### config.mk
export PLATFORM = sky130hd
export DESIGN_NAME = coprocessor_handshake_port
export DESIGN_NICKNAME = d
export VERILOG_FILES = /design/src/cp_port_pkg.sv /design/src/coprocessor_handshake_port.sv
export SDC_FILE = /design/constraint.sdc
export NUM_CORES = 1
export LEC_CHECK = 0
export ABC_AREA = 0
export BUFFER_PORTS_ARGS = -buffer_cell sky130_fd_sc_hd__buf_2
export CAP_MARGIN = 20
export CORE_ASPECT_RATIO = 0.5
export CORE_MARGIN = 10
export CORE_UTILIZATION = 55
export CTS_BUF_LIST = sky130_fd_sc_hd__clkbuf_4
export DETAILED_ROUTE_END_ITERATION = 6
export GPL_TIMING_DRIVEN = 0
export HOLD_SLACK_MARGIN = 0.06
export PLACE_DENSITY = 0.95
export RECOVER_POWER = 25
export SYNTH_ARGS = -nofsm -noshare
export SYNTH_HDL_FRONTEND = slang
export SYNTH_SLANG_ARGS = --single-unit
### constraint.sdc
create_clock -name mclk -period 2.5 [get_ports mclk]
set_clock_uncertainty 0.1 [all_clocks]
set_input_delay 0.5 -clock mclk [delete_from_list [all_inputs] [get_ports mclk]]
set_output_delay 0.5 -clock mclk [all_outputs]
set_load 0.05 [all_outputs]
### src/cp_port_pkg.sv
// Shared constants and carrier types for the coprocessor handshake port
package cp_port_pkg;

  // ****************************************
  // Widths and counts
  // ****************************************
  localparam int DATA_W          = 32;  // Coprocessor data paths
  localparam int MAX_BURST_WORDS = 16;  // Conventional coprocessor transfer limit

  // ****************************************
  // Reset values of pins
  // ****************************************
  localparam logic RST_COMMIT_N = 1'h1;  // Commit idles high (not committed)
  localparam logic RST_FOLLOW_N = 1'h1;  // Opcode fetch and memory request strobes idle high

  // ****************************************
  // Handshake states
  // ****************************************
  typedef enum logic [1:0] {
    ST_IDLE   = 2'b00,  // No coprocessor instruction in execute
    ST_WAIT   = 2'b01,  // Busy-wait on the coprocessor
    ST_COMMIT = 2'b10   // Commit strobe driven low
  } hs_state_type;

  // ****************************************
  // Carriers
  // ****************************************
  // Pipeline-following strobes as seen on the pins
  typedef struct packed {
    logic opcode_fetch_n;         // Low on an opcode fetch
    logic memory_request_n;       // Low on a memory request
    logic privilege_indicator_n;  // Low for user mode
    logic compressed_state_flag;  // High in compressed state
  } follow_type;

  // Coprocessor response pair
  typedef struct packed {
    logic absent;  // Coprocessor absent
    logic busy;    // Coprocessor busy
  } resp_type;

  // Kind of the coprocessor instruction in execute
  typedef struct packed {
    logic mem_store;  // Coprocessor memory store
    logic mem_load;   // Coprocessor memory load
    logic from_reg;   // Move from coprocessor register
    logic to_reg;     // Move to coprocessor register
  } kind_type;

endpackage : cp_port_pkg

### src/coprocessor_handshake_port.sv
// Core-side coprocessor handshake port: follower strobes, commit, data paths
`timescale 1ns/1ps
`default_nettype none

module coprocessor_handshake_port #(
  parameter int DW = cp_port_pkg::DATA_W  // Data path width
) (
  input  wire logic                    mclk,                   // Bus clock
  input  wire logic                    srst,                   // Sync reset
  // Core pipeline side
  input  wire logic                    bus_cycle_enable,       // Core bus cycle advances
  input  wire cp_port_pkg::follow_type follow_in,              // Core follower strobes
  input  wire logic                    cp_exec_valid,          // Cp instruction in execute
  input  wire logic                    cp_cond_pass,           // Condition test passed
  input  wire cp_port_pkg::kind_type   cp_kind,                // Instruction kind
  input  wire logic                    irq_pending,            // Enabled fast/normal irq
  input  wire logic [DW-1:0]           core_wr_data,           // Data for the coprocessor
  output logic                         core_stall,             // Core held in busy-wait
  output logic                         cp_done,                // Instruction committed
  output logic                         cp_abandoned,           // Abandoned by interrupt
  output logic                         undef_trap,             // Take undefined trap
  output logic                         store_nonseq,           // Issue as nonsequential
  output logic [DW-1:0]                core_rd_data,           // Data from coprocessor
  output logic                         core_rd_valid,          // Read data captured
  // Coprocessor pins
  output logic                         coproc_clock_enable,    // Coprocessor clock enable
  output cp_port_pkg::follow_type      follow_out,             // Follower strobes out
  output logic                         coproc_commit_n,        // Commit, active low
  output logic [DW-1:0]                core_to_coproc_data,    // Core to coprocessor data
  input  wire logic                    coproc_absent_in,       // ANDed absent line
  input  wire logic                    coproc_busy_in,         // ANDed busy line
  input  wire logic [DW-1:0]           coproc_to_core_data,    // Coprocessor to core data
  input  wire logic                    coproc_data_bus_enable  // Coprocessor drives data
);

  // ****************************************
  // Pin synchronisers
  // ****************************************
  cp_port_pkg::resp_type resp_s1_r;  // First stage, read by second only
  cp_port_pkg::resp_type resp_s2_r;  // Synchronised response
  logic [DW-1:0]         din_s1_r;   // First stage data
  logic [DW-1:0]         din_s2_r;   // Synchronised data
  logic                  dbe_s1_r;   // First stage enable
  logic                  dbe_s2_r;   // Synchronised enable

  // Two flops on every coprocessor input
  always_ff @(posedge mclk) begin
    if (srst) begin
      resp_s1_r <= '{absent: 1'h1, busy: 1'h1};
      resp_s2_r <= '{absent: 1'h1, busy: 1'h1};
      din_s1_r  <= '0;
      din_s2_r  <= '0;
      dbe_s1_r  <= 1'h0;
      dbe_s2_r  <= 1'h0;
    end else begin
      resp_s1_r <= '{absent: coproc_absent_in, busy: coproc_busy_in};
      resp_s2_r <= resp_s1_r;
      din_s1_r  <= coproc_to_core_data;
      din_s2_r  <= din_s1_r;
      dbe_s1_r  <= coproc_data_bus_enable;
      dbe_s2_r  <= dbe_s1_r;
    end
  end

  // ****************************************
  // Handshake state
  // ****************************************
  cp_port_pkg::hs_state_type state_r, state_nxt;      // Handshake state
  cp_port_pkg::kind_type     kind_r, kind_nxt;        // Latched kind
  logic                      commit_n_r, commit_n_nxt;  // Commit pin
  logic                      stall_r, stall_nxt;      // Core stall
  logic                      done_r, done_nxt;        // Commit pulse
  logic                      aband_r, aband_nxt;      // Abandon pulse
  logic                      undef_r, undef_nxt;      // Trap pulse
  logic                      nonseq_r, nonseq_nxt;    // Store nonsequential
  logic [DW-1:0]             rd_r, rd_nxt;            // Read data
  logic                      rdv_r, rdv_nxt;          // Read valid pulse
  logic                      accept_now;              // Absent low, busy low
  logic                      accept_wait;             // Absent low, busy high

  assign accept_now  = !resp_s2_r.absent && !resp_s2_r.busy;
  assign accept_wait = !resp_s2_r.absent && resp_s2_r.busy;

  // Next handshake values
  always_comb begin
    state_nxt    = state_r;
    kind_nxt     = kind_r;
    commit_n_nxt = cp_port_pkg::RST_COMMIT_N;
    stall_nxt    = 1'h0;
    done_nxt     = 1'h0;
    aband_nxt    = 1'h0;
    undef_nxt    = 1'h0;
    nonseq_nxt   = nonseq_r;
    rd_nxt       = rd_r;
    rdv_nxt      = 1'h0;
    case (state_r)
      // Wait for an executed coprocessor instruction
      cp_port_pkg::ST_IDLE: begin
        nonseq_nxt = 1'h0;
        if (cp_exec_valid && cp_cond_pass) begin
          kind_nxt = cp_kind;
          if (resp_s2_r.absent) begin
            undef_nxt = 1'h1;
          end else if (accept_now) begin
            commit_n_nxt = 1'h0;
            state_nxt    = cp_port_pkg::ST_COMMIT;
          end else if (accept_wait) begin
            stall_nxt = 1'h1;
            state_nxt = cp_port_pkg::ST_WAIT;
          end
        end
      end
      // Busy-wait until ready, interrupted or refused
      cp_port_pkg::ST_WAIT: begin
        if (irq_pending) begin
          aband_nxt = 1'h1;
          state_nxt = cp_port_pkg::ST_IDLE;
        end else if (accept_now) begin
          commit_n_nxt = 1'h0;
          state_nxt    = cp_port_pkg::ST_COMMIT;
        // Withdrawn acceptance traps
        end else if (resp_s2_r.absent) begin
          undef_nxt = 1'h1;
          state_nxt = cp_port_pkg::ST_IDLE;
        end else begin
          stall_nxt = 1'h1;
        end
      end
      // Commit strobe low for one cycle
      cp_port_pkg::ST_COMMIT: begin
        done_nxt   = 1'h1;
        nonseq_nxt = kind_r.mem_store;
        if (kind_r.from_reg && dbe_s2_r) begin
          rd_nxt  = din_s2_r;
          rdv_nxt = 1'h1;
        end
        state_nxt = cp_port_pkg::ST_IDLE;
      end
      default: begin
        state_nxt = cp_port_pkg::ST_IDLE;
      end
    endcase
  end

  // Register handshake values
  always_ff @(posedge mclk) begin
    if (srst) begin
      state_r    <= cp_port_pkg::ST_IDLE;
      kind_r     <= '0;
      commit_n_r <= cp_port_pkg::RST_COMMIT_N;
      stall_r    <= 1'h0;
      done_r     <= 1'h0;
      aband_r    <= 1'h0;
      undef_r    <= 1'h0;
      nonseq_r   <= 1'h0;
      rd_r       <= '0;
      rdv_r      <= 1'h0;
    end else begin
      state_r    <= state_nxt;
      kind_r     <= kind_nxt;
      commit_n_r <= commit_n_nxt;
      stall_r    <= stall_nxt;
      done_r     <= done_nxt;
      aband_r    <= aband_nxt;
      undef_r    <= undef_nxt;
      nonseq_r   <= nonseq_nxt;
      rd_r       <= rd_nxt;
      rdv_r      <= rdv_nxt;
    end
  end

  // ****************************************
  // Follower pins and write data
  // ****************************************
  cp_port_pkg::follow_type follow_r, follow_nxt;  // Registered strobes
  logic                    clken_r, clken_nxt;    // Clock enable pin
  logic [DW-1:0]           wr_r, wr_nxt;          // Write data pin

  // Next follower and write values
  always_comb begin
    follow_nxt = follow_in;
    clken_nxt  = bus_cycle_enable;
    wr_nxt     = core_wr_data;
  end

  // Register follower and write values
  always_ff @(posedge mclk) begin
    if (srst) begin
      follow_r <= '{opcode_fetch_n: cp_port_pkg::RST_FOLLOW_N,
                    memory_request_n: cp_port_pkg::RST_FOLLOW_N,
                    privilege_indicator_n: 1'h0,
                    compressed_state_flag: 1'h0};
      clken_r  <= 1'h0;
      wr_r     <= '0;
    end else begin
      follow_r <= follow_nxt;
      clken_r  <= clken_nxt;
      wr_r     <= wr_nxt;
    end
  end

  // ****************************************
  // Outputs
  // ****************************************
  assign core_stall          = stall_r;
  assign cp_done             = done_r;
  assign cp_abandoned        = aband_r;
  assign undef_trap          = undef_r;
  assign store_nonseq        = nonseq_r;
  assign core_rd_data        = rd_r;
  assign core_rd_valid       = rdv_r;
  assign coproc_clock_enable = clken_r;
  assign follow_out          = follow_r;
  assign coproc_commit_n     = commit_n_r;
  assign core_to_coproc_data = wr_r;

endmodule : coprocessor_handshake_port

`default_nettype wire

==> After elaboration in Yosys (flattened, before gate mapping) <==
Index checks and enable logic that the tools add are counted.
{ "totals": {"ff_bits": 150, "out_inout_bits": 76, "in_bits": 81} }
{ "classes": {"n_reduce_logical": 13, "eq_ne": 6, "bitwise": 2, "muxes": 30} }
{ "op_table": {"columns": ["op", "n"], "rows": [
  ["1-bit two-way mux", 18],
  ["2-bit two-way mux", 7],
  ["1-bit one-hot mux with 2 select lines", 4],
  ["1-bit logical AND", 4],
  ["2-bit != test, second input constant", 2],
  ["4-bit != test, second input constant", 1],
  ["2-bit one-hot mux with 2 select lines", 1],
  ["2-bit AND reduction", 2],
  ["4-bit AND reduction", 1],
  ["2-bit OR reduction", 2],
  ["3-bit != test, second input constant", 1],
  ["2-bit by 1-bit == test with 1-bit output, second input constant", 1],
  ["2-bit == test, second input constant", 1],
  ["1-bit zero test", 2],
  ["2-bit zero test", 1],
  ["1-bit NOT", 2],
  ["2-bit nonzero test", 1]
]} }

==> Depth between registers and ports, before layout <==
Gate-level depths: netlist (run 1).
{ "depth": {"depth_word": 7, "depth_mapped": 6, "depth_no_buf": 3} }

==> Worst setup path after synthesis (run 1) <==
Ideal clock, no wire load.
{ "synth_timing": {"kind": "input -> register", "from": "in srst", "to": "reg rd_r[10], in the netlist core_rd_data[10]", "n_path_buf": 2, "setup_ps": 143, "stages": 3, "arrival_time_ps": 1128, "slack_ps": 1128, "path_cell_list": "buf_2 > clkbuf_1 > a21oi_2"} }
{ "synth_rtl": {"columns": ["item", "line_no", "rtl"], "rows": [
  ["from (decl)", "coprocessor_handshake_port.sv:9", "input wire logic srst,"],
  ["to (signal assigned)", "coprocessor_handshake_port.sv:167", "rd_r <= rd_nxt;"],
  ["to (decl)", "coprocessor_handshake_port.sv:76", "logic [DW-1:0] rd_r, rd_nxt;"]
]} }
No word-level cell between the ends.

==> Worst setup path in the final report (run 1) <==
{ "layout_timing": {"from": "reg rd_r[13], in the netlist core_rd_data[13]", "to": "out core_rd_data[13]"} }
{ "layout_rtl": {"columns": ["item", "line_no", "rtl"], "rows": [
  ["to (decl)", "coprocessor_handshake_port.sv:23", "output logic [DW-1:0] core_rd_data,"]
]} }
No word-level cell between the ends.

==> results of run 1 <==
-- cells by family (layout without fill, tap and decap cells) --
| logic type | count (synthesis) | after routing | synth area share |
|---|---|---|---|
| compound gates | 37 | 37 | 0.0658 |
| buf+inv | 27 | 252 | 0.0380 |
| simple gates | 189 | 189 | 0.232 |
| flops | 150 | 150 | 0.660 |
| mux | 2 | 2 | 0.00440 |
-- flip-flops by register name, summed over array words and instances, names as in the netlist, 2 cells and up --
signal and cells:
din_s1_r 32, state_r 2, din_s2_r 32, follow_out 4, resp_s1_r 2, kind_r 2, core_to_coproc_data 32, core_rd_data 32
resp_s2_r 2
-- final cells by class --
cell class                      count  area (um^2)  area share
Buffer                             25          160      0.0260
Clock buffer                       19          143      0.0232
Clock inverter                     12          155      0.0252
Inverter                            2         7.51     0.00122
Multi-Input combinational cell    228         1370       0.223
Sequential cell                   150         3000       0.488
Tap cell                          112          140      0.0228
Timing Repair Buffer              194         1180       0.191
-- report_power, final --
group,switching (W),internal [W]
sequential,0.0000259,0.00248
clock,0.000837,0.000711
combinational,0.000227,0.000159
total,0.00109,0.00335
-- synth_stat cells (2+ instances only) --
library cell	count	area share
sky130_fd_sc_hd__a21oi_1	4	0.0044
sky130_fd_sc_hd__a21oi_2	30	0.058
sky130_fd_sc_hd__buf_12	2	0.0088
sky130_fd_sc_hd__buf_2	7	0.0077
sky130_fd_sc_hd__buf_6	2	0.0050
sky130_fd_sc_hd__clkbuf_1	12	0.0099
sky130_fd_sc_hd__dfxtp_1	150	0.66
sky130_fd_sc_hd__inv_1	2	0.0017
sky130_fd_sc_hd__mux2i_1	2	0.0044
sky130_fd_sc_hd__nand2_1	54	0.045
sky130_fd_sc_hd__nand2_2	13	0.018
sky130_fd_sc_hd__nor2_1	3	0.0025
sky130_fd_sc_hd__nor2b_1	101	0.14
sky130_fd_sc_hd__nor4_1	4	0.0055
sky130_fd_sc_hd__o21ai_0	2	0.0022
sky130_fd_sc_hd__or2_2	7	0.0096
-- cell usage in the layout, fill, tap and decap left out, types with 3 or more instances in the layout --
master	count
sky130_fd_sc_hd__a21oi_1	4
sky130_fd_sc_hd__buf_2	159
sky130_fd_sc_hd__nor4_1	4
sky130_fd_sc_hd__a21oi_2	30
sky130_fd_sc_hd__nand2_2	13
sky130_fd_sc_hd__clkinvlp_4	4
sky130_fd_sc_hd__bufinv_16	3
sky130_fd_sc_hd__dlygate4sd3_1	41
sky130_fd_sc_hd__or2_2	7
sky130_fd_sc_hd__nor2_1	3
sky130_fd_sc_hd__nand2_1	54
sky130_fd_sc_hd__clkbuf_1	14
sky130_fd_sc_hd__nor2b_1	101
sky130_fd_sc_hd__dfxtp_1	150
sky130_fd_sc_hd__clkbuf_4	19
-- layer usage --
metal / track usage / vias to the layer above / share of wire
li1: - / 1690 / -
met1: 0.187 / 1550 / 0.39
met2: 0.327 / 121 / 0.51
met3: 0.0814 / 23 / 0.078
met4: 0.0787 / 0 / 0.020
met5: 0 / - / 0
-- stage by stage --
| stage | cells | setup WS (ps) | power (W) | utilization |
|---|---|---|---|---|
| 2_1_floorplan | 405 | 1130 | 0.00276 | - |
| 3_3_place_gp | 670 | 896 | 0.00287 | 0.679 |
| 3_5_place_dp | 670 | 888 | 0.00288 | 0.679 |
| 4_1_cts | 738 | 696 | 0.00444 | 0.763 |
| 5_1_grt | 742 | 664 | 0.00459 | 0.767 |
| 6_report | 742 | 723 | 0.00444 | 0.767 |
-- repair_timing --
action / 4_1_cts / 5_1_grt
setup buffers: 0 / 0
endpoints found under the hold margin: 37 / 4
hold buffers: 37 / 4
-- worst max-delay path by stage --
stage / start / end / cells after the start
after CTS: core_rd_data[0] / core_rd_data[0] / 1
after floorplan: srst / core_rd_data[10] / 3
after global routing: core_rd_data[20] / core_rd_data[20] / 1
after detailed placement: srst / dbe_s2_r / 3
after global placement: srst / follow_out[0] / 3
final: core_rd_data[13] / core_rd_data[13] / 1
==> impl_results.md, run 1 <==
- Run status: completed
- Cell area after synthesis: 0.00455 mm^2
- Clock slew at the register clock pins of the worst setup and hold paths: 130 ps
- Core area: 0.00803 mm^2
- Synth warn: 0
- Post-route fraction of the period consumed by the critical path: 0.711
- CTS tree: built
- Max-Cap Viols: 0
- Last weighted congestion value of the routability-driven placer: 0.771
- Mean instance size in the synthesized netlist: 11.2 um^2
- Total of endpoints with negative setup slack in the final report: 0
- Standard-cell row count: 23
- Reg-to-reg critical path endpoint: core_rd_data[12]
- Crit path max-delay cell type: sky130_fd_sc_hd__dfxtp_1
- Die area: 0.0125 mm^2
- Largest net degree at the start of global routing: 17
- Number of global-route vias before repair: 3646
- Number of antenna violations at the first check in global routing: 0
- Number of gates resized after cts: 0
- Hold depth: 2
- Ant. Diodes: 0
- Sequential element share of the synthesized area: 0.660
- Starting density of the core: 0.566
- WHS: 89.0 ps
- Number of enable-type register cells in the synthesized netlist: 0
- Headroom to the max-slew limit: 0.507
- 1st-pass router iterations: 4
- Critical path fanouts, max: 2
- Congestion Overflow GR: 0
- Cts bufs inserted: 17
- CP top delay family: flip-flops
- Arrival time worst endpoint: 1180 ps
- Routed vias/inst: 4.56
- Area after DPL: 0.00545 mm^2
- Count of nets left with antenna violations after detail routing: 0
- Critical path cell sequence: buf_2
- Leakage: 2.67 nW
- Number of top-level pins: 157
- Fraction of synthesis flops using an asynchronous set or reset pin: 0
- Port Buf Inserts: 153
- Hold Crit Class: input port to register
- Cell chosen for the clock root: sky130_fd_sc_hd__clkbuf_4
- Highest achievable clock rate: 563 MHz
- Kind of start point of the critical path: register
- Initial drt markers: 144
- Skew-Pair Late Insertion Delay: 520 ps
- Syn_nets: 486
- Total power density per cell area: 720 mW/mm^2
- Count of unresolved DRC violations after routing: 0
- Drt wl/cell: 15.4 um
- Count of vias placed by the detailed router: 3384
- VDD IR max: 0.434 mV
- Global routing usage summed across all routing layers: 0.185
- Buffers & Inverters on Critical Path: 1
- Cells after Synth: 405
- Number of distinct library cells after synthesis: 26
- Launch point of the worst reg-to-reg path: state_r[1]
- Final WL: 11400 um
- Wire length of the first global-routing pass: 18400 um
- Worst path max stage delay: 380 ps
- Setup repair after global routing missed its margin: false
- Htree depth: 4
- Final number of hold-violating endpoints: 0
- Final critical delay including setup and external delays: 1780 ps
- Number of sinks on the clock net: 150
- Hold-critical path endpoint: core_to_coproc_data[29]
- Final cell area excluding filler cells: 0.00616 mm^2
- Number of flip-flops and latches in the synthesized netlist: 150
- Measured slew at the worst slew-check pin: 739 ps
- Height of the die: 84.3 um
- Most used DFF post-synth: sky130_fd_sc_hd__dfxtp_1
- Number of cells on the worst reg-to-reg path: 5
- Area growth from synthesis to layout: 35.4%
- Max-slew violation count: 0
- Die Wd: 149 um
- Category of the worst setup path capture point: output port
- Fraction of layout cells with a size suffix above 1: 0.389
- Maximum number of buffers from clock root to sink: 2
- Worst Setup Path Type: register to output port
- Estimated wirelength of the detail-placed design: 7680 um
- Number of filler cells placed in the layout: 521
- Final nets: 699
- Setup total negative slack: 0 ps
- Flop2flop setup slack: 850 ps
- Required time worst endpoint: 1900 ps
- Source of the worst hold timing path: core_wr_data[29]
Note: power is estimated with default switching activity, not from simulation.
==> run 2: changes to the inputs <==
- CORE_UTILIZATION: 55 -> 51
- PLACE_DENSITY: 0.95 -> 0.92
- clock period: 2.5 -> 1.7 ns (I/O delays scaled with it)
==> run 2 against run 1 <==
  * Wire length up 8.6%
  * Worst setup slack worse by 650 ps
  * Register-to-register slack worse by 700 ps
  * Clock-buffer cell count down 1
  * Cell count up 5.7%
  * Largest cell class unchanged
  * Global-route usage up 0.13 points
  * Power up 48%
  * Non-clock buffer count up 37
  * Core utilization down 1.6 points
  * Combinational power up 66%
  * Largest power group unchanged
==> impl_results.md, run 2 (same netlist as run 1, synthesis figures left out) <==
- Run status: completed
- Highest achievable clock rate: 614 MHz
- Last weighted congestion value of the routability-driven placer: 0.764 (-0.90%)
- Sw frac: 0.247 (+0.000820)
- Final cell area excluding filler cells: 0.00654 mm^2 (+6.2%)
- Drt wl/cell: 15.8 um (+2.8%)
- Skew-Pair Late Insertion Delay: 530 ps (about the same)
- FF/Latch Area: 0.00300 mm^2 (unchanged)
- Die Wd: 154 um (+3.3%)
- Routed vias/inst: 4.54 (-0.52%)
- Port Buf Inserts: 153 (unchanged)
- VDD IR max: 0.778 mV (+79%)
- Estimated wirelength of the detail-placed design: 7620 um (-0.74%)
- Fraction of layout cells with a size suffix above 1: 0.367 (-0.0216)
- Post-placement setup slack: 257 ps (-631 ps)
- Height of the die: 86.8 um (+2.9%)
- Total area of multi-input combinational cells: 0.00137 mm^2 (unchanged)
- Die area: 0.0133 mm^2 (+6.4%)
- Maximum number of buffers from clock root to sink: 2 (unchanged)
- Hold-critical path endpoint: din_s2_r[15]
- Setup repair after global routing missed its margin: false
- Critical path fanouts, max: 2 (unchanged)
- Number of top-level pins: 157 (unchanged)
- Max-Cap Viols: 0 (unchanged)
- Htree depth: 4 (unchanged)
- Count of nets left with antenna violations after detail routing: 0 (unchanged)
- Cts bufs inserted: 17 (unchanged)
- Initial drt markers: 115 (-20%)
- Headroom to the max-slew limit: 0.516 (+0.00827)
- Area growth from synthesis to layout: 43.7%
- Clock share of power: 0.342 (-0.007)
- Starting density of the core: 0.522 (-0.0442)
- Total of endpoints with negative setup slack in the final report: 0 (unchanged)
- Max-slew violation count: 0 (unchanged)
- Worst path max stage delay: 380 ps (about the same)
- Gate power share: 0.098 (+0.011)
- Final WL: 12400 um (+8.6%)
- Critical path cell sequence: buf_2
- CP top delay family: flip-flops
- Flop2flop setup slack: 150 ps (-700 ps)
- Total power density per cell area: 1000 mW/mm^2 (+39%)
- Standard-cell row count: 24 (+4.3%)
- Area after DPL: 0.00546 mm^2 (+0.11%)
- Launch point of the worst reg-to-reg path: resp_s2_r[1]
- Reported net switching power: 0.00162 W (+48%)
- Crit path max-delay cell type: sky130_fd_sc_hd__dfxtp_1
- Arrival time worst endpoint: 1190 ps (about the same)
- Global routing usage summed across all routing layers: 0.186 (+0.00133)
- Hold depth: 2 (unchanged)
- Source of the worst hold timing path: srst
- Core area: 0.00871 mm^2 (+8.5%)
- Count of unresolved DRC violations after routing: 0 (unchanged)
- CTS tree: built
- 1st-pass router iterations: 4 (unchanged)
- Number of filler cells placed in the layout: 539 (+3.5%)
- Number of antenna violations at the first check in global routing: 0 (unchanged)
- Reg-to-reg critical path endpoint: state_r[1]
- Count of vias placed by the detailed router: 3557 (+5.1%)
- Congestion Overflow GR: 0 (unchanged)
- Leading cell type in the layout, fill and taps excluded: sky130_fd_sc_hd__buf_2
- Commonest cells after routing, fill and taps aside: sky130_fd_sc_hd__buf_2 (158), sky130_fd_sc_hd__dfxtp_1 (150), sky130_fd_sc_hd__nor2b_1 (101)
- Leakage: 2.82 nW (+5.3%)
- Wire length of the first global-routing pass: 19700 um (+7.0%)
- Number of sinks on the clock net: 150 (unchanged)
- Category of the worst setup path capture point: output port
- Setup slack of the critical path after layout: 70.5 ps (-653 ps)
- Clock slew at the register clock pins of the worst setup and hold paths: 130 ps (about the same)
- Cell chosen for the clock root: sky130_fd_sc_hd__clkbuf_4
- Largest net degree at the start of global routing: 17 (unchanged)
- Number of global-route vias before repair: 3788 (+3.9%)
- Setup total negative slack: 0 ps (unchanged)
- Final nets: 736 (+5.3%)
- Sequential Power Share: 0.560 (-0.004)
- Hold Crit Class: input port to register
- Number of cells on the worst reg-to-reg path: 4 (-1)
- Final number of hold-violating endpoints: 0 (unchanged)
- Post-route fraction of the period consumed by the critical path: 0.959
- Kind of start point of the critical path: register
- Worst Setup Path Type: register to output port
- Internal power: 0.00495 W (+48%)
- Ant. Diodes: 0 (unchanged)
- Measured slew at the worst slew-check pin: 726 ps (-12.4 ps)
- Buffers & Inverters on Critical Path: 1 (unchanged)
- Required time worst endpoint: 1260 ps (-640 ps)
- Final critical delay including setup and external delays: 1630 ps
## run 2: what timing repair did
| action | in CTS | in global routing |
|---|---|---|
| hold buffers | 78 | 0 |
| endpoints found under the setup margin | 0 | 1 |
| setup buffers | 0 | 0 |
| endpoints found under the hold margin | 89 | 0 |
| resized for setup | 0 | 1 |
## run 2: how the worst max path moves through the flow
stage                     start  slack, ps               end  cells past startpoint
3_3_place_gp               srst        280     follow_out[0]                      3
6_report       core_rd_data[21]         70  core_rd_data[21]                      1
5_1_grt        core_rd_data[24]         10  core_rd_data[24]                      1
3_5_place_dp               srst        260   core_rd_data[5]                      3
2_1_floorplan        state_r[1]        460   coproc_commit_n                      4
4_1_cts        core_rd_data[22]         50  core_rd_data[22]                      1
## run 2: cell type report
class                           instances  area share
Inverter                                2     0.00115
Clock buffer                           18      0.0207
Multi-Input combinational cell        228       0.210
Tap cell                              117      0.0224
Buffer                                 25      0.0251
Sequential cell                       150       0.459
Timing Repair Buffer                  231       0.237
Clock inverter                         13      0.0243
## run 2: power by group through the flow
stage	sequential [W]	clock (W)	combinational, W
floorplan	0.00392	0	0.000144
global placement	0.00375	0	0.000478
detailed placement	0.00375	0	0.000487
CTS	0.00367	0.00227	0.000630
global route	0.00369	0.00244	0.000685
finish	0.00368	0.00224	0.000641
## run 2: metal layers
layer  vias up  part of all wire  GRT usage
met3        26             0.074     0.0776
met5         -                 0          0
met4         0             0.025     0.0699
met2       103              0.53      0.352
met1      1658              0.37      0.180
li1       1770                 -          -
## run 2: worst register-to-register path, cell delays in order, from the launching register on
cell	delay, ps
sky130_fd_sc_hd__dfxtp_1	380
sky130_fd_sc_hd__inv_1	70
sky130_fd_sc_hd__a31oi_1	290
sky130_fd_sc_hd__dlygate4sd3_1	590
sky130_fd_sc_hd__nor2_1	40
## run 2: per-stage QoR
step / utilization / hold WS [ps] / power (W) / instances
after global placement: 0.627 / 292 / 0.00423 / 675
after CTS: 0.750 / 69.0 / 0.00657 / 784
after global routing: 0.751 / 85.9 / 0.00682 / 784
final: 0.751 / 94.2 / 0.00656 / 784
after detailed placement: 0.627 / 301 / 0.00424 / 675
after floorplan: - / 289 / 0.00407 / 405
